===== src/rtl/ebtp_defs.vh =====
`ifndef EBTP_DEFS_VH
`define EBTP_DEFS_VH

// ***************************************************
// register addresses on the plain port
// ***************************************************
`define EBTP_ADDR_CONTROL   4'h0
`define EBTP_ADDR_SCALER    4'h1
`define EBTP_ADDR_COUNT     4'h2
`define EBTP_ADDR_BOUND     4'h3
`define EBTP_ADDR_IRQ_STAT  4'h4
`define EBTP_ADDR_IRQ_MASK  4'h5

// ***************************************************
// control register fields
// ***************************************************
`define EBTP_CTL_SRC_HI     7
`define EBTP_CTL_SRC_LO     4
`define EBTP_CTL_OUT_HI     3
`define EBTP_CTL_OUT_LO     2
`define EBTP_CTL_PWM        1

// ***************************************************
// scaler register fields
// ***************************************************
`define EBTP_SCL_RES6       7
`define EBTP_SCL_PRE_HI     6
`define EBTP_SCL_PRE_LO     5
`define EBTP_SCL_DIV_HI     4
`define EBTP_SCL_DIV_LO     0

// ***************************************************
// clock source codes
// ***************************************************
`define EBTP_SRC_STOP       4'h0
`define EBTP_SRC_SYS        4'h1
`define EBTP_SRC_FAST       4'h2
`define EBTP_SRC_PIN0_RISE  4'h3
`define EBTP_SRC_PIN4_RISE  4'h4
`define EBTP_SRC_SLOW       4'h5
`define EBTP_SRC_PIN0_FALL  4'h6
`define EBTP_SRC_PIN4_FALL  4'h7

// ***************************************************
// output route codes
// ***************************************************
`define EBTP_OUT_NONE       2'h0
`define EBTP_OUT_PIN3       2'h2
`define EBTP_OUT_PIN4       2'h3

// ***************************************************
// reset values
// ***************************************************
`define EBTP_RST_BYTE       8'h00
`define EBTP_RST_IRQ        1'b0

`endif


===== src/rtl/ebtp_timer.v =====
// Our own choices: the plain strobed port and the register offsets.
`timescale 1ns/1ps
`include "ebtp_defs.vh"

module ebtp_timer (
   input  wire       i_mclk,
   input  wire       i_rst,
   input  wire [3:0] i_addr,
   input  wire [7:0] i_wdata,
   input  wire       i_wr,
   input  wire       i_rd,
   input  wire       i_fast_osc_tick,
   input  wire       i_slow_osc_tick,
   input  wire       i_port_a_pin0,
   input  wire       i_port_a_pin4,
   output reg  [7:0] o_rdata,
   output reg        o_irq,
   output reg        o_scaled_timer_clock,
   output reg        o_port_a_pin3_out,
   output reg        o_port_a_pin3_oe_n,
   output reg        o_port_a_pin4_out,
   output reg        o_port_a_pin4_oe_n
);

   // ***************************************************
   // registers
   // ***************************************************
   reg  [7:0] control_q;
   reg  [7:0] scaler_q;
   reg  [7:0] count_q;
   reg  [7:0] count_d;
   reg  [7:0] bound_q;
   reg        irq_stat_q;
   reg        irq_mask_q;
   reg  [5:0] pre_cnt_q;
   reg  [4:0] scl_cnt_q;
   reg        wave_q;
   reg        pin0_q;
   reg        pin4_q;
   reg        src_tick;
   reg        pre_tick;
   reg        tick;
   reg        period_evt;
   reg        pwm_level;

   wire [3:0] src_sel  = control_q[`EBTP_CTL_SRC_HI:`EBTP_CTL_SRC_LO];
   wire [1:0] out_sel  = control_q[`EBTP_CTL_OUT_HI:`EBTP_CTL_OUT_LO];
   wire       pwm_mode = control_q[`EBTP_CTL_PWM];
   wire       res6     = scaler_q[`EBTP_SCL_RES6];
   wire [1:0] pre_sel  = scaler_q[`EBTP_SCL_PRE_HI:`EBTP_SCL_PRE_LO];
   wire [4:0] scl_div  = scaler_q[`EBTP_SCL_DIV_HI:`EBTP_SCL_DIV_LO];
   wire       wr_cnt   = i_wr && (i_addr == `EBTP_ADDR_COUNT);

   // ***************************************************
   // usage notes
   // ***************************************************
   // register map on the plain port, one byte each:
   //   0 control: 7:4 source, 3:2 route, 1 pwm mode
   //   1 scaler:  7 six bit resolution, 6:5 prescale, 4:0 scale
   //   2 count:   running counter, write to preset
   //   3 bound:   period in period mode, duty in pwm mode
   //   4 status:  bit 0 timer event, write one to clear
   //   5 mask:    bit 0 lets the status drive the irq pin
   // unmapped addresses read zero and ignore writes
   //
   // source codes:
   //   1 system clock, every cycle a source tick
   //   2 fast oscillator, 5 slow oscillator, as tick enables
   //   3 and 6 pin0 rising and falling edges
   //   4 and 7 pin4 rising and falling edges
   //   0 and all others stop the timer
   // oscillator ticks must already be one cycle wide and
   // synchronous; this block does not retime them
   // pin sources need each level held one cycle at least,
   // or an edge can slip between samples
   //
   // route codes:
   //   2 drives pin3, 3 drives pin4, 0 and 1 drive neither
   // a routed pin is driven whatever its direction setting
   //
   // tick chain:
   //   source tick -> prescale 1, 4, 16 or 64 -> scale n+1
   //   -> one counting tick of one system cycle
   // the prescaler runs free; a new prescale code takes effect
   // at its next wrap, not from a clean start
   //
   // period mode:
   //   counter climbs to the bound, clears, toggles the wave
   //   and sets the status flag on that same tick
   //   half period is bound plus one counting ticks
   // pwm mode:
   //   counter runs the full eight or six bit range
   //   wave high while count, or its low six bits, <= bound
   //   bound of 255 (eight bit) or 63 and up (six bit) stays high
   //   no event is raised, so status stays quiet in pwm
   //
   // all outputs leave flip-flops: pins, irq and the tick pulse
   // lag their internal cause by one system cycle
   // a count write wins over a tick in the same cycle, but a
   // bound match in that cycle still raises the event

   // ***************************************************
   // clock source selection
   // ***************************************************
   // pins are taken as synchronous; edges become one-cycle ticks
   always @(posedge i_mclk or posedge i_rst) begin
      if (i_rst) begin
         pin0_q <= 1'b0;
         pin4_q <= 1'b0;
      end else begin
         pin0_q <= i_port_a_pin0;
         pin4_q <= i_port_a_pin4;
      end
   end

   // source tick per cycle; oscillators arrive as tick enables
   always @* begin
      case (src_sel)
         `EBTP_SRC_SYS:       src_tick = 1'b1;
         `EBTP_SRC_FAST:      src_tick = i_fast_osc_tick;
         `EBTP_SRC_SLOW:      src_tick = i_slow_osc_tick;
         `EBTP_SRC_PIN0_RISE: src_tick = i_port_a_pin0 & ~pin0_q;
         `EBTP_SRC_PIN0_FALL: src_tick = ~i_port_a_pin0 & pin0_q;
         `EBTP_SRC_PIN4_RISE: src_tick = i_port_a_pin4 & ~pin4_q;
         `EBTP_SRC_PIN4_FALL: src_tick = ~i_port_a_pin4 & pin4_q;
         default:             src_tick = 1'b0;
      endcase
   end

   // ***************************************************
   // prescaler and scaler
   // ***************************************************
   // prescale tick when the low bits of a free counter wrap
   always @* begin
      case (pre_sel)
         2'h0:    pre_tick = src_tick;
         2'h1:    pre_tick = src_tick && (pre_cnt_q[1:0] == 2'h3);
         2'h2:    pre_tick = src_tick && (pre_cnt_q[3:0] == 4'hf);
         default: pre_tick = src_tick && (pre_cnt_q == 6'h3f);
      endcase
      tick = pre_tick && (scl_cnt_q == scl_div);
   end

   always @(posedge i_mclk or posedge i_rst) begin
      if (i_rst) begin
         pre_cnt_q <= 6'h00;
         scl_cnt_q <= 5'h00;
      end else begin
         if (src_tick)
            pre_cnt_q <= pre_cnt_q + 6'h01;
         if (tick)
            scl_cnt_q <= 5'h00;
         else if (pre_tick)
            scl_cnt_q <= scl_cnt_q + 5'h01;
      end
   end

   // ***************************************************
   // counter and waveform
   // ***************************************************
   // bound compare sees the full byte in period mode
   always @* begin
      period_evt = tick && !pwm_mode && (count_q == bound_q);
      count_d    = count_q;
      if (wr_cnt)
         count_d = i_wdata;
      else if (period_evt)
         count_d = 8'h00;
      else if (tick && pwm_mode && res6 && (count_q[5:0] == 6'h3f))
         count_d = 8'h00;
      else if (tick)
         count_d = count_q + 8'h01;
      if (res6)
         pwm_level = ({2'h0, count_q[5:0]} <= bound_q);
      else
         pwm_level = (count_q <= bound_q);
   end

   always @(posedge i_mclk or posedge i_rst) begin
      if (i_rst) begin
         count_q <= `EBTP_RST_BYTE;
         wave_q  <= 1'b0;
      end else begin
         count_q <= count_d;
         if (pwm_mode)
            wave_q <= pwm_level;
         else if (period_evt)
            wave_q <= ~wave_q;
      end
   end

   // ***************************************************
   // register port: decode
   // ***************************************************
   // one enable per register keeps each process below trivial;
   // unmapped addresses match none of them, so such writes vanish
   wire       wr_control = i_wr && (i_addr == `EBTP_ADDR_CONTROL);
   wire       wr_scaler  = i_wr && (i_addr == `EBTP_ADDR_SCALER);
   wire       wr_bound   = i_wr && (i_addr == `EBTP_ADDR_BOUND);
   wire       wr_stat    = i_wr && (i_addr == `EBTP_ADDR_IRQ_STAT);
   wire       wr_mask    = i_wr && (i_addr == `EBTP_ADDR_IRQ_MASK);
   reg  [7:0] rdata_d;

   // ***************************************************
   // configuration registers
   // ***************************************************
   // source, route and mode change together in one write;
   // the prescale and scale counts are not cleared here, so the first tick after
   // a change may come early by up to one whole counting tick span
   always @(posedge i_mclk or posedge i_rst) begin
      if (i_rst) begin
         control_q <= `EBTP_RST_BYTE;
      end else if (wr_control) begin
         control_q <= i_wdata;
      end
   end

   // resolution, prescale and scale share one byte
   always @(posedge i_mclk or posedge i_rst) begin
      if (i_rst) begin
         scaler_q <= `EBTP_RST_BYTE;
      end else if (wr_scaler) begin
         scaler_q <= i_wdata;
      end
   end

   // bound takes effect at once; a bound below the running count
   // in period mode lets the counter wrap through 255 first
   always @(posedge i_mclk or posedge i_rst) begin
      if (i_rst) begin
         bound_q <= `EBTP_RST_BYTE;
      end else if (wr_bound) begin
         bound_q <= i_wdata;
      end
   end

   // ***************************************************
   // interrupt status and mask
   // ***************************************************
   // mask only gates the output; status keeps recording events
   always @(posedge i_mclk or posedge i_rst) begin
      if (i_rst) begin
         irq_mask_q <= `EBTP_RST_IRQ;
      end else if (wr_mask) begin
         irq_mask_q <= i_wdata[0];
      end
   end

   // a fresh event beats a same-cycle clear so it is never lost;
   // writing a zero leaves the flag alone, so clears never race
   always @(posedge i_mclk or posedge i_rst) begin
      if (i_rst) begin
         irq_stat_q <= `EBTP_RST_IRQ;
      end else if (period_evt) begin
         irq_stat_q <= 1'b1;
      end else if (wr_stat && i_wdata[0]) begin
         irq_stat_q <= 1'b0;
      end
   end

   // ***************************************************
   // read port
   // ***************************************************
   // read mux; idle cycles and unmapped addresses give zero
   always @* begin
      rdata_d = 8'h00;
      if (i_rd) begin
         case (i_addr)
            `EBTP_ADDR_CONTROL:  rdata_d = control_q;
            `EBTP_ADDR_SCALER:   rdata_d = scaler_q;
            `EBTP_ADDR_COUNT:    rdata_d = count_q;
            `EBTP_ADDR_BOUND:    rdata_d = bound_q;
            `EBTP_ADDR_IRQ_STAT: rdata_d = {7'h00, irq_stat_q};
            `EBTP_ADDR_IRQ_MASK: rdata_d = {7'h00, irq_mask_q};
            default:             rdata_d = 8'h00;
         endcase
      end
   end

   // data stand for exactly one cycle after the strobe
   always @(posedge i_mclk or posedge i_rst) begin
      if (i_rst) begin
         o_rdata <= 8'h00;
      end else begin
         o_rdata <= rdata_d;
      end
   end

   // ***************************************************
   // outputs
   // ***************************************************
   // registered so pins and irq never glitch; costs one cycle of lag
   always @(posedge i_mclk or posedge i_rst) begin
      if (i_rst) begin
         o_irq <= 1'b0;
      end else begin
         o_irq <= irq_stat_q & irq_mask_q;
      end
   end

   // one pulse per counting tick for the comparator sampling
   always @(posedge i_mclk or posedge i_rst) begin
      if (i_rst) begin
         o_scaled_timer_clock <= 1'b0;
      end else begin
         o_scaled_timer_clock <= tick;
      end
   end

   // both pins carry the wave; only the enables tell them apart
   always @(posedge i_mclk or posedge i_rst) begin
      if (i_rst) begin
         o_port_a_pin3_out  <= 1'b0;
         o_port_a_pin3_oe_n <= 1'b1;
      end else begin
         o_port_a_pin3_out  <= wave_q;
         o_port_a_pin3_oe_n <= (out_sel != `EBTP_OUT_PIN3);
      end
   end

   // pin4 enable ignores the direction the port would otherwise use
   always @(posedge i_mclk or posedge i_rst) begin
      if (i_rst) begin
         o_port_a_pin4_out  <= 1'b0;
         o_port_a_pin4_oe_n <= 1'b1;
      end else begin
         o_port_a_pin4_out  <= wave_q;
         o_port_a_pin4_oe_n <= (out_sel != `EBTP_OUT_PIN4);
      end
   end

endmodule // ebtp_timer


===== config.mk =====
export PLATFORM = sky130hd
export DESIGN_NAME = ebtp_timer
export DESIGN_NICKNAME = d
export VERILOG_FILES = /design/src/rtl/ebtp_timer.v
export VERILOG_INCLUDE_DIRS = /design/src /design/src/rtl
export SDC_FILE = /design/constraint.sdc
export NUM_CORES = 1
export LEC_CHECK = 0
export BUFFER_PORTS_ARGS = -buffer_cell sky130_fd_sc_hd__buf_4
export CORE_MARGIN = 5
export CORE_UTILIZATION = 47
export DETAILED_ROUTE_END_ITERATION = 12
export PLACE_DENSITY = 0.76
export SETUP_SLACK_MARGIN = 0.15
export SYNTH_ARGS = -nofsm -noshare
export SYNTH_HDL_FRONTEND = slang
export SYNTH_SLANG_ARGS = --single-unit
export TNS_END_PERCENT = 100

===== constraint.sdc =====
create_clock -name i_mclk -period 2.2 [get_ports i_mclk]
set_input_delay 0.22 -clock i_mclk [delete_from_list [all_inputs] [get_ports i_mclk]]
set_output_delay 0.22 -clock i_mclk [all_outputs]
set_load 0.1 [all_outputs]

---- Yosys cells after proc, flatten, opt, wreduce, memory -nomap -nowiden ----
Cells that the tools add are included.
cells by class
  shift operators ......................... 0
  multiplexer cells ....................... 15
  reductions and logical operators ........ 23
  divide/modulo/power cells ............... 0
  equality and inequality tests ........... 22
  $mul .................................... 0
  $add $sub $neg .......................... 3
  $lt $le $gt $ge ......................... 2
  bitwise operators ....................... 10
operators by type and width
  kind                                                  number
  one-hot mux 8 bit (6 select lines)                    1
  2-to-1 mux 8 bit                                      5
  equality test 4 x 3 -> 1 bit (second input constant)  6
  equality test 4 x 2 -> 1 bit (second input constant)  4
  logical AND 1 bit                                     16
  equality test 6 bit (second input constant)           2
  2-to-1 mux 5 bit                                      2
  adder 8 x 1 -> 8 bit (second input constant)          1
  equality test 4 x 1 -> 1 bit (second input constant)  2
  equality test 8 bit                                   1
  less-or-equal comparator 6 x 8 -> 1 bit               1
  less-or-equal comparator 8 bit                        1
  one-hot mux 1 bit (7 select lines)                    1
  adder 6 x 1 -> 6 bit (second input constant)          1
  nonzero test 2 bit                                    3
  adder 5 x 1 -> 5 bit (second input constant)          1
  AND 1 bit                                             5
  equality test 5 bit                                   1
  2-to-1 mux 1 bit                                      5
  inverter 1 bit                                        5
  equality test 2 bit (second input constant)           2
  equality test 4 bit (second input constant)           1
  logical NOT 4 bit                                     1
  != test 2 bit (second input constant)                 2
  other kinds (5)                                       5
word-level totals
  latch bits .............................. 0
  memory bits (read-only) ................. 0
  output and inout port bits .............. 14
  memories ................................ 0
  input bits .............................. 20
  flip-flop bits (word level) ............. 61
  memory bits (writable) .................. 0
  word-level logic and storage cells ...... 92

---- Logic depth before layout (Yosys ltp) ----
Gate-level depths: netlist of run 1.
  depth in word-level cells ............... 12
  mapped depth ............................ 9
  gate-level depth less buffers ........... 8

---- Least setup slack after synthesis of run 1 ----
Ideal clock, no wire load.
  path kind ............................... register to register
  from .................................... register count_q[5]
  to ...................................... register count_q[2]
  data required time ...................... 2,099 ps
  period minus slack after synthesis ...... 2,067 ps
  slack ................................... 133 ps
  buffers on the path ..................... 0
  stages on the path, launching flop included .. 7
  library setup time ...................... 101 ps
  arrival time ............................ 1,967 ps
  cells stage by stage .................... dfrtp_1 > ha_1 > nand4_1 > nor3_1 > or3_1 > or4_4 > o311ai_2
between the ends
  cells in the longest elaborated chain, start to end .. 5
  elaborated cells between the ends (all ways) .. 8
  classes of those cells .................. 2 x eq/ne; 3 x mux; 3 x reduce/logical
RTL lines
  element                 RTL line          text
  from (decl)             ebtp_timer.v:30   reg [7:0] count_q;
  from (signal assigned)  ebtp_timer.v:181  count_q <= `EBTP_RST_BYTE;
  from (signal assigned)  ebtp_timer.v:184  count_q <= count_d;
  equality test 6 bit     ebtp_timer.v:169  else if (tick && pwm_mode && res6 && (count_q[5:0] == 6'h3f))
  logical AND 1 bit       ebtp_timer.v:169
  2-to-1 mux 8 bit        ebtp_timer.v:169
  2-to-1 mux 8 bit        ebtp_timer.v:167  else if (period_evt)
  2-to-1 mux 8 bit        ebtp_timer.v:165  if (wr_cnt)
Parallel ways exist; a longest one is shown, timed or not.
A chain may end at the register's enable or synchronous reset.

---- Worst setup path in the final report of run 1 ----
  from .................................... register count_q[0]
  to ...................................... register count_q[5]
between the ends
  cells in the longest elaborated chain, start to end .. 5
  elaborated cells between the ends (all ways) .. 10
  classes of those cells .................. 1 x add/sub; 2 x eq/ne; 4 x mux; 3 x reduce/logical
RTL lines
  element                                                             RTL line
  adder 8 x 1 -> 8 bit / equality test 6 bit (equally long branches)  ebtp_timer.v:172, ebtp_timer.v:169
  2-to-1 mux 8 bit / logical AND 1 bit (equally long branches)        ebtp_timer.v:171, ebtp_timer.v:169
  2-to-1 mux 8 bit                                                    ebtp_timer.v:169
  2-to-1 mux 8 bit                                                    ebtp_timer.v:167
  2-to-1 mux 8 bit                                                    ebtp_timer.v:165
Parallel ways exist; a longest one is shown, timed or not. The select of a mux whose other input is x is not followed.

==> results by group, run 1 <==
Worst setup path
  • Worst-path fanout max: 5
  • CP max stage delay: 550 ps
  • R2r endpoint: count_q[5]
  • Worst R2R Start: count_q[0]
  • Required time reported for the critical path endpoint: 2450 ps
  • Endpoint kind of the worst setup timing path: register
  • Path depth of the worst reg2reg path: 7
  • Path type of the worst setup path: reg2reg
  • Crit start category: register
  • Arrival time worst endpoint: ~2400 ps
  • Reg2Reg Setup Slack: 50 ps
  • Series of cell instances along the critical path: inv_1 -> ha_4 -> nand4_1 -> nor3_2 -> or3_1 -> or4_4 -> o311ai_2
  • CP max stage cell: sky130_fd_sc_hd__or4_4

Routing
  • Detailed router's first-iteration violation count: approximately 200
  • Vias per cell: 5.76
  • Via Count: 2878
  • Number of routed nets with antenna violations: 0
  • Post-Route WL: 9100 um
  • Drt wl/cell: 18.2 um
  • Number of search-and-repair iterations in the first detailed-routing pass: 4
  • Residual DRC count: 0

CTS
  • Total clock sinks: 61
  • Clock buffers created by TritonCTS: 9
  • Number of buffers on the longest clock path: 2
  • CTS tree: yes
  • Insertion delay of the later-clocked pin in the worst-skew pair: around 350 ps
  • Clock Root Buffer: sky130_fd_sc_hd__clkbuf_8
  • CTS clock-pin slew for the worst setup and hold paths: around 70 ps
  • Number of levels in the clock H-tree: 3

Floorplan
  • Total die area: 9090 sq um
  • I/O Pins: 34
  • Area inside the core boundary: 7180 sq um
  • Site row count: 31
  • Initial core utilization: 47.7%
  • Chip width: roughly 95 um
  • Height of the die: 95.3 um

Timing
  • Number of endpoints failing setup at the final stage: 0
  • Slew Limit Fails: 0
  • Max frequency: 466 MHz
  • Relative max-transition margin: between 50% and 60%
  • Total Neg Setup Slack: 0 ps
  • Period utilisation layout: 97.5%
  • Setup repair after global routing missed its margin: true
  • Final Critical Period: 2150 ps
  • Final number of hold-violating endpoints: 0
  • Clk_skew: 9.94 ps
  • Slew at the pin closest to its max-slew limit: 610 ps

Logic synthesis
  • Yosys warns: 0
  • Cells after synthesis: 325
  • Async SR Flop Fraction: 100%
  • Number of nets in the synthesized netlist: 359
  • Count of state elements after synthesis: 61
  • Sequential element share of the synthesized area: 44.7%
  • Top_reg_cell synth: sky130_fd_sc_hd__dfrtp_1
  • Avg Inst Size Synth: 10.5 sq um
  • Number of enable flip-flop cells after synthesis: 0
  • Post-Syn Area: 3420 sq um
  • Distinct cells, synth: 58

Final layout
  • Top library cells by usage in the layout, fill and taps aside: sky130_fd_sc_hd__buf_4 (66), sky130_fd_sc_hd__dfrtp_1 (58), sky130_fd_sc_hd__nand2_1 (27)
  • Area growth from synthesis to layout: 32.5%
  • Fraction of layout cells with a size suffix above 1: 38.9%
  • Count of antenna diodes in the layout: 0
  • Final design utilization: 63.2%
  • Most common library cell in the layout ignoring fill and taps: sky130_fd_sc_hd__buf_4
  • Nets: 430

Placed design
  • Global placement routability congestion: 0.932
  • Hpwl dp: 6050 um
  • Number of buffers added on ports: 33

Min path
  • Worst hold path cell count: 3
  • Sink of the worst hold path: bound_q[7]
  • Hold_sp: i_wdata[7]
  • Class of the most critical hold timing path: in2reg

Power
  • Leak: 2.01 nW
  • Design Power: ~0.0046 W
  • Areal power density over the cells: a little over 1000 nW/um^2
  • Peak supply drop: 0.000447 V

Global route
  • Number of antenna violations at the first check in global routing: 0
  • Grt total ovfl: 0
  • Largest net degree at the start of global routing: 23
  • Wire length of the first global-routing pass: 14300 um
  • Combined global-route utilization of all metal layers: 21.0%
  • Number of global-route vias before repair: 2844

Job
  • Number of violations of the max-capacitance limit: 0

Status
  • Result of the run: completed
-- routing by layer --
| metal | track usage, % | wire [um] | vias up |
|---|---|---|---|
| met4 | 9.50 | 144 | 0 |
| li1 | - | - | 1325 |
| met1 | 25.6 | 3750 | 1436 |
| met2 | 35.1 | 4670 | 98 |
| met3 | 4.89 | 536 | 19 |
| met5 | 0 | 0 | - |
-- registers in the layout (all words and copies together) (netlist names) --
signal                flops
count_q                   8
pin4_q                    1
o_irq                     1
scaler_q                  8
o_port_a_pin4_oe_n        1
o_rdata                   8
irq_stat_q                1
control_q                 8
o_port_a_pin4_out         1
o_port_a_pin3_oe_n        1
wave_q                    1
pre_cnt_q                 6
irq_mask_q                1
scl_cnt_q                 5
bound_q                   8
pin0_q                    1
o_scaled_timer_clock      1
-- critical path, delay by kind of cell, from the launching register on --
family / cells / cell delay (ps)
AO/OA/AOI/OAI: 1 / 260
AND/OR/NAND/NOR: 4 / 1060
flip-flops: 1 / 400
buffers and inverters: 1 / 120
adder cells (fa/ha/maj): 1 / 210
-- through the flow --
stage          worst slack [ps]  cell area [sq um]  hold WS [ps]  std cells
2_1_floorplan               144               3420           251        325
3_3_place_gp                103               3890           243        465
3_5_place_dp               66.5               3890           247        465
4_1_cts                    65.0               4220          97.4        491
5_1_grt                   -22.0               4530           121        500
6_report                   54.1               4530           109        500
-- synthesized netlist by cell type, drive strengths merged (4+ instances only) --
cell type	number	share of area, %
o21ai	11	1.6
o311ai	5	2.2
mux2i	15	4.4
or3	4	0.88
dfrtp	59	43
or4	4	0.99
nand2b	5	0.91
clkbuf	4	0.44
nand3	8	1.2
o22a	7	1.8
nor3	8	1.2
buf	11	2.2
and2	5	0.91
nor2	25	3.0
mux2	20	7.5
o31ai	8	1.8
a21oi	6	0.88
inv	19	2.1
xor2	9	2.3
ha	14	5.1
nand2	27	3.0
o41ai	5	1.3
-- final cells by class --
class	count	area, sq um
Sequential cell	61	1530
Timing Repair Buffer	75	631
Inverter	19	71.3
Multi-Input combinational cell	230	2000
Fill cell	559	2640
Tap cell	99	124
Clock inverter	1	5.00
Clock buffer	15	176
-- worst max path at each step --
| stage | from | cells past startpoint | slack [ps] | to |
|---|---|---|---|---|
| floorplan | count_q[4] | 6 | 140 | count_q[2] |
| global placement | count_q[0] | 7 | 100 | count_q[3] |
| detailed placement | scaler_q[5] | 8 | 70 | count_q[3] |
| CTS | scaler_q[6] | 9 | 60 | count_q[5] |
| global route | bound_q[3] | 7 | -20 | count_q[5] |
| finish | count_q[0] | 7 | 50 | count_q[5] |
-- cells by family (layout without fill, tap and decap cells) --
logic type | count (synthesis) | count (layout) | share of synthesized area [%]
multiplexers | 35 | 35 | 11.8
adder cells (fa/ha/maj) | 14 | 14 | 5.12
AO/OA/AOI/OAI | 65 | 65 | 14.9
XOR/XNOR | 10 | 10 | 2.56
flip-flops | 61 | 61 | 44.7
AND/OR/NAND/NOR | 106 | 106 | 16.2
buffers and inverters | 34 | 110 | 4.68
-- timing repair --
item | 4_1_cts | 5_1_grt
pin swaps | 2 | 17
hold buffers | 3 | 0
buffers inserted | 6 | 9
endpoints found under the hold margin | 19 | 0
cloned | 1 | 0
setup endpoints to repair | 9 | 15
resized for setup | 5 | 51
-- power by group --
part	internal, W	total, W	switching (W)
Combinational	0.000938	0.00200	0.00106
Clock	0.000501	0.000923	0.000422
Sequential	0.00138	0.00166	0.000280
No activity file was read; power rests on OpenSTA's default activity.
==> inputs of run 2 (changes only) <==
clock period = 2.65 ns   (was 2.2 ns; I/O delays follow)
==> results by group, run 2 (same netlist as run 1, synthesis figures left out) <==
Routing
  • Detailed router's first-iteration violation count: 179 (was 203)
  • Residual DRC count: 0 (unchanged)
  • Vias per cell: 5.66 (was 5.76)
  • Via Count: 2661 (was 2878)
  • Post-Route WL: 7970 um (was 9100 um)
  • Drt wl/cell: 17.0 um (was 18.2 um)
  • Number of search-and-repair iterations in the first detailed-routing pass: 7 (was 4)
  • Number of routed nets with antenna violations: 0 (unchanged)

Final layout
  • Area growth from synthesis to layout: 16.6% (was 32.5%)
  • Top library cells by usage in the layout, fill and taps aside: sky130_fd_sc_hd__dfrtp_1 (58), sky130_fd_sc_hd__buf_4 (44), sky130_fd_sc_hd__nand2_1 (27) (was sky130_fd_sc_hd__buf_4 (66), sky130_fd_sc_hd__dfrtp_1 (58), sky130_fd_sc_hd__nand2_1 (27))
  • Nets: 400 (was 430)
  • Count of antenna diodes in the layout: 0 (unchanged)
  • Fillers: 628 (was 559)
  • Fraction of layout cells with a size suffix above 1: 24.0% (was 38.9%)
  • Most common library cell in the layout ignoring fill and taps: sky130_fd_sc_hd__dfrtp_1 (was sky130_fd_sc_hd__buf_4)

CTS
  • CTS clock-pin slew for the worst setup and hold paths: 70 ps (about the same)
  • Insertion delay of the later-clocked pin in the worst-skew pair: 340 ps (was 350 ps)
  • CTS tree: yes (unchanged)
  • Number of buffers on the longest clock path: 2 (unchanged)
  • Number of levels in the clock H-tree: 3 (unchanged)
  • Clock buffers created by TritonCTS: 9 (unchanged)
  • Total clock sinks: 61 (unchanged)
  • Clock Root Buffer: sky130_fd_sc_hd__clkbuf_8 (unchanged)
  • Post-CTS setup-driven buffer insertion count: 0 (was 6)

Worst setup path
  • R2r endpoint: count_q[5] (unchanged)
  • Path depth of the worst reg2reg path: 7 (unchanged)
  • Crit start category: register (unchanged)
  • Critical path origin: count_q[3] (was count_q[0])
  • Required time reported for the critical path endpoint: 2890 ps (was 2450 ps)
  • Endpoint kind of the worst setup timing path: register (unchanged)
  • Worst-path fanout max: 7 (was 5)
  • Path type of the worst setup path: reg2reg (unchanged)
  • Worst R2R Start: count_q[3] (was count_q[0])
  • Destination of the critical timing path: count_q[5] (unchanged)
  • Arrival time worst endpoint: 2620 ps (was 2400 ps)
  • Reg2Reg Setup Slack: 270 ps (was 50 ps)

Global route
  • Wire length of the first global-routing pass: 13400 um (was 14300 um)
  • Combined global-route utilization of all metal layers: 19.3% (was 21.0%)
  • Largest net degree at the start of global routing: 40 (was 23)
  • Number of global-route vias before repair: 2623 (was 2844)
  • Number of antenna violations at the first check in global routing: 0 (unchanged)
  • Grt total ovfl: 0 (unchanged)

Floorplan
  • Site row count: 31 (unchanged)
  • Total die area: 9090 sq um (unchanged)
  • Initial core utilization: 47.7% (unchanged)
  • Height of the die: 95.3 um (unchanged)
  • Area inside the core boundary: 7180 sq um (unchanged)
  • Chip width: 95.3 um (unchanged)
  • I/O Pins: 34 (unchanged)

Timing
  • Relative max-transition margin: 54.3% (was 59.3%)
  • Setup repair after global routing missed its margin: false (was true)
  • Period utilisation layout: 89.9% (was 97.5%)
  • Final number of hold-violating endpoints: 0 (unchanged)
  • Clk_skew: 8.86 ps (was 9.94 ps)
  • Final Critical Period: 2380 ps (was 2150 ps)
  • Total Neg Setup Slack: 0 ps (unchanged)
  • Max frequency: 420 MHz (was 466 MHz)
  • Number of endpoints failing setup at the final stage: 0 (unchanged)
  • Slew at the pin closest to its max-slew limit: 683 ps (was 610 ps)
  • Hold Slack: 37.8 ps (was 109 ps)
  • Slew Limit Fails: 0 (unchanged)

Power
  • Switching power summed over all nets: 0.00127 W (was 0.00176 W)
  • Switching share of total power: 38.2% (was 38.4%)
  • Power share of the sequential group: 41.6% (was 36.3%)
  • Peak supply drop: 0.000444 V (was 0.000447 V)
  • Leak: 1.83 nW (was 2.01 nW)
  • Portion of total power attributed to the clock network: 23.9% (was 20.1%)
  • Areal power density over the cells: 832 nW/um^2 (was 1010 nW/um^2)
  • Internal Pwr Total: 0.00205 W (was 0.00282 W)
  • Share of total power in combinational logic: 34.5% (was 43.6%)

Placed design
  • Hpwl dp: 5760 um (was 6050 um)
  • Global placement routability congestion: 0.946 (was 0.932)
  • Number of buffers added on ports: 33 (unchanged)

Status
  • Result of the run: completed (unchanged)

Min path
  • Class of the most critical hold timing path: in2reg (unchanged)

Job
  • Number of violations of the max-capacitance limit: 0 (unchanged)
## run 2: cell count changes in the layout (fill, tap and decap cells not counted), sizes merged
cell,previous run,this run
buf,72,44
dlygate4sd3,3,1
## run 2: area by class of cell
class / instances / area (sq um) / share of cell area (%)
Multi-Input combinational cell: 230 / 1730 / 43.4
Sequential cell: 61 / 1530 / 38.4
Timing Repair Buffer: 45 / 340 / 8.53
Clock buffer: 15 / 186 / 4.67
Tap cell: 99 / 124 / 3.10
Inverter: 19 / 71.3 / 1.79
Clock inverter: 1 / 5.00 / 0.125
## run 2: worst max-delay path, stage by stage (launching register included)
cell and delay (ps):
sky130_fd_sc_hd__dfrtp_1 450, sky130_fd_sc_hd__ha_1 340, sky130_fd_sc_hd__nand4_1 170, sky130_fd_sc_hd__nor3_1 100, sky130_fd_sc_hd__buf_4 170, sky130_fd_sc_hd__or3_1 360, sky130_fd_sc_hd__or4_4 480, sky130_fd_sc_hd__o311ai_2 220
## run 2: power by group through the flow
stage	sequential (W)	clock [W]	combinational, W
2_1_floorplan	0.00145	0	0.000760
4_1_cts	0.00138	0.000805	0.00115
6_report	0.00138	0.000795	0.00114
5_1_grt	0.00142	0.000844	0.00127
3_3_place_gp	0.00138	0	0.00110
3_5_place_dp	0.00139	0	0.00114
## run 2: what timing repair did
action / 4_1_cts / 5_1_grt
endpoints found under the hold margin: 22 / 0
gates resized for setup: 0 / 1
hold buffers: 1 / 0
setup endpoints to repair: 0 / 2
## run 2: per-layer routing
layer	vias up	track usage [%]	share of wire [%]
met5	-	0	0
met4	0	7.45	2.4
met3	14	4.89	5.5
met2	81	29.4	48
met1	1305	26.4	45
li1	1261	-	-
## run 2: through the flow
stage	worst slack, ps	instances	util [%]	area, sq um	total power [W]
2_1_floorplan	583	325	-	3420	0.00221
3_3_place_gp	310	453	52.8	3790	0.00248
3_5_place_dp	279	453	52.8	3790	0.00253
4_1_cts	268	470	55.6	3990	0.00333
5_1_grt	156	470	55.6	3990	0.00353
6_report	268	470	55.6	3990	0.00332
## run 2: worst min path at each step
stage	from	endpoint	slack, ps	depth (start not counted)
detailed placement	i_rst	scl_cnt_q[2]	340	3
finish	i_port_a_pin4	pin4_q	40	1
CTS	i_port_a_pin4	pin4_q	20	1
global route	i_port_a_pin4	pin4_q	30	1
floorplan	i_port_a_pin0	pin0_q	300	0
global placement	i_rst	scl_cnt_q[2]	340	3
==> inputs of run 3 (changes only) <==
CTS_BUF_LIST = sky130_fd_sc_hd__clkbuf_4   (was default)
==> results by group, run 3 (same netlist as run 1, synthesis figures left out) <==
Floorplan
  • Initial core utilization: 47.7% (unchanged)
  • Area inside the core boundary: 7180 sq um (unchanged)
  • Total die area: 9090 sq um (unchanged)
  • Site row count: 31 (unchanged)
  • Chip width: 95.3 um (unchanged)
  • Height of the die: 95.3 um (unchanged)
  • I/O Pins: 34 (unchanged)

Worst setup path
  • Path type of the worst setup path: reg2reg (unchanged)
  • Reg2Reg Setup Slack: 280 ps (was 270 ps)
  • Endpoint kind of the worst setup timing path: register (unchanged)
  • Worst R2R Start: count_q[3] (unchanged)
  • Path depth of the worst reg2reg path: 7 (unchanged)
  • Crit start category: register (unchanged)
  • Arrival time worst endpoint: 2670 ps (was 2620 ps)
  • R2r endpoint: count_q[5] (unchanged)
  • Required time reported for the critical path endpoint: 2950 ps (was 2890 ps)
  • Worst-path fanout max: 7 (unchanged)

CTS
  • Total clock sinks: 61 (unchanged)
  • Clock buffers created by TritonCTS: 9 (unchanged)
  • Number of buffers on the longest clock path: 2 (unchanged)
  • Insertion delay of the later-clocked pin in the worst-skew pair: 410 ps (was 340 ps)
  • Post-CTS setup-driven buffer insertion count: 0 (unchanged)
  • CTS clock-pin slew for the worst setup and hold paths: 110 ps (was 70 ps)
  • CTS tree: yes (unchanged)
  • Clock Root Buffer: sky130_fd_sc_hd__clkbuf_4 (was sky130_fd_sc_hd__clkbuf_8)
  • Number of levels in the clock H-tree: 3 (unchanged)

Min path
  • Class of the most critical hold timing path: in2reg (unchanged)
  • Worst hold path cell count: 3 (was 1)
  • Sink of the worst hold path: bound_q[5] (was pin4_q)
  • Hold_sp: i_wdata[5] (was i_port_a_pin4)

Global route
  • Grt total ovfl: 0 (unchanged)
  • Combined global-route utilization of all metal layers: 19.0% (was 19.3%)
  • Number of antenna violations at the first check in global routing: 0 (unchanged)
  • Largest net degree at the start of global routing: 40 (unchanged)
  • Wire length of the first global-routing pass: 13200 um (was 13400 um)
  • Number of global-route vias before repair: 2609 (was 2623)

Routing
  • Vias per cell: 5.62 (was 5.66)
  • Number of search-and-repair iterations in the first detailed-routing pass: 4 (was 7)
  • Detailed router's first-iteration violation count: 157 (was 179)
  • Drt wl/cell: 16.7 um (was 17.0 um)
  • Number of routed nets with antenna violations: 0 (unchanged)
  • Post-Route WL: 7900 um (was 7970 um)
  • Residual DRC count: 0 (unchanged)
  • Via Count: 2652 (was 2661)

Placed design
  • Hpwl dp: 5760 um (unchanged)
  • # placed instances: 453 (unchanged)
  • Cell area after placement: 3790 sq um (unchanged)
  • Global placement routability congestion: 0.946 (unchanged)
  • Number of buffers added on ports: 33 (unchanged)
  • Pre-CTS WS: 279 ps (unchanged)

Final layout
  • Nets: 402 (was 400)
  • Final Non-Filler Cells: 472 (was 470)
  • Fraction of layout cells with a size suffix above 1: 23.6% (was 24.0%)
  • Fillers: 656 (was 628)
  • Area growth from synthesis to layout: 14.6% (was 16.6%)
  • Most common library cell in the layout ignoring fill and taps: sky130_fd_sc_hd__dfrtp_1 (unchanged)
  • Multi-input gate area in the final layout: 1730 sq um (unchanged)
  • Finished Cell Area: 3920 sq um (was 3990 sq um)
  • Count of antenna diodes in the layout: 0 (unchanged)
  • Sequential Area: 1530 sq um (about the same)
  • Top library cells by usage in the layout, fill and taps aside: sky130_fd_sc_hd__dfrtp_1 (57), sky130_fd_sc_hd__buf_4 (44), sky130_fd_sc_hd__nand2_1 (27) (was sky130_fd_sc_hd__dfrtp_1 (58), sky130_fd_sc_hd__buf_4 (44), sky130_fd_sc_hd__nand2_1 (27))

Job
  • Number of violations of the max-capacitance limit: 0 (unchanged)

Timing
  • Final Critical Period: 2370 ps (was 2380 ps)
  • Number of endpoints failing setup at the final stage: 0 (unchanged)
  • Relative max-transition margin: 53.3% (was 54.3%)
  • Max frequency: 421 MHz (was 420 MHz)
  • Setup slack of the critical path after layout: 276 ps (was 268 ps)
  • Setup repair after global routing missed its margin: false (unchanged)
  • Period utilisation layout: 89.6% (was 89.9%)
  • Clk_skew: 17.8 ps (was 8.86 ps)
  • Slew at the pin closest to its max-slew limit: 698 ps (was 683 ps)
  • Final number of hold-violating endpoints: 0 (unchanged)
  • Total Neg Setup Slack: 0 ps (unchanged)
  • Slew Limit Fails: 0 (unchanged)

Power
  • Areal power density over the cells: 776 nW/um^2 (was 832 nW/um^2)
  • Design Power: 0.00304 W (was 0.00332 W)
  • Leak: 1.79 nW (was 1.83 nW)
  • Peak supply drop: 0.000395 V (was 0.000444 V)

Status
  • Result of the run: completed (unchanged)
run 3: power breakdown:
group          switching [W]  total [W]  leakage (nW)  internal (W)
registers           0.000235    0.00138         0.761       0.00114
clock network       0.000320   0.000521        0.0608      0.000201
logic               0.000678    0.00114         0.972      0.000466
run 3: worst max-delay path by stage:
stage | slack, ps | startpoint | cells past startpoint | endpoint
2_1_floorplan | 580 | count_q[5] | 6 | count_q[2]
4_1_cts | 260 | count_q[3] | 7 | count_q[5]
3_3_place_gp | 310 | count_q[5] | 7 | count_q[3]
6_report | 280 | count_q[3] | 7 | count_q[5]
3_5_place_dp | 280 | count_q[5] | 7 | count_q[5]
5_1_grt | 150 | count_q[5] | 7 | count_q[3]
run 3: layout make-up:
class,count,share of cell area (%)
Timing Repair Buffer,47,9.19
Sequential cell,61,39.0
Multi-Input combinational cell,230,44.2
Tap cell,99,3.16
Clock buffer,11,2.11
Inverter,19,1.82
Clock inverter,5,0.510
run 3: critical path, cell delays in order, from the launching register on:
cell                       delay, ps
sky130_fd_sc_hd__dfrtp_2         460
sky130_fd_sc_hd__ha_1            330
sky130_fd_sc_hd__nand4_1         170
sky130_fd_sc_hd__nor3_1          100
sky130_fd_sc_hd__buf_4           170
sky130_fd_sc_hd__or3_1           360
sky130_fd_sc_hd__or4_4           480
sky130_fd_sc_hd__o311ai_2        220
run 3: per-stage QoR:
step	utilization, %	hold slack (ps)
final	54.7	91.8
after global routing	54.7	82.1
after CTS	54.6	78.4
after detailed placement	52.8	342
after global placement	52.8	336
after floorplan	-	296
run 3: repair_timing:
action,4_1_cts,5_1_grt
endpoints found under the hold margin,43,0
setup endpoints to repair,0,3
hold buffers,3,0
resized for setup,0,2
run 3: routing by layer:
layer,vias up,track usage [%],share of wire [%]
met5,-,0,0
met2,72,29.4,49
met4,0,5.29,1.6
met3,11,5.37,5.5
li1,1262,-,-
met1,1307,26.1,44
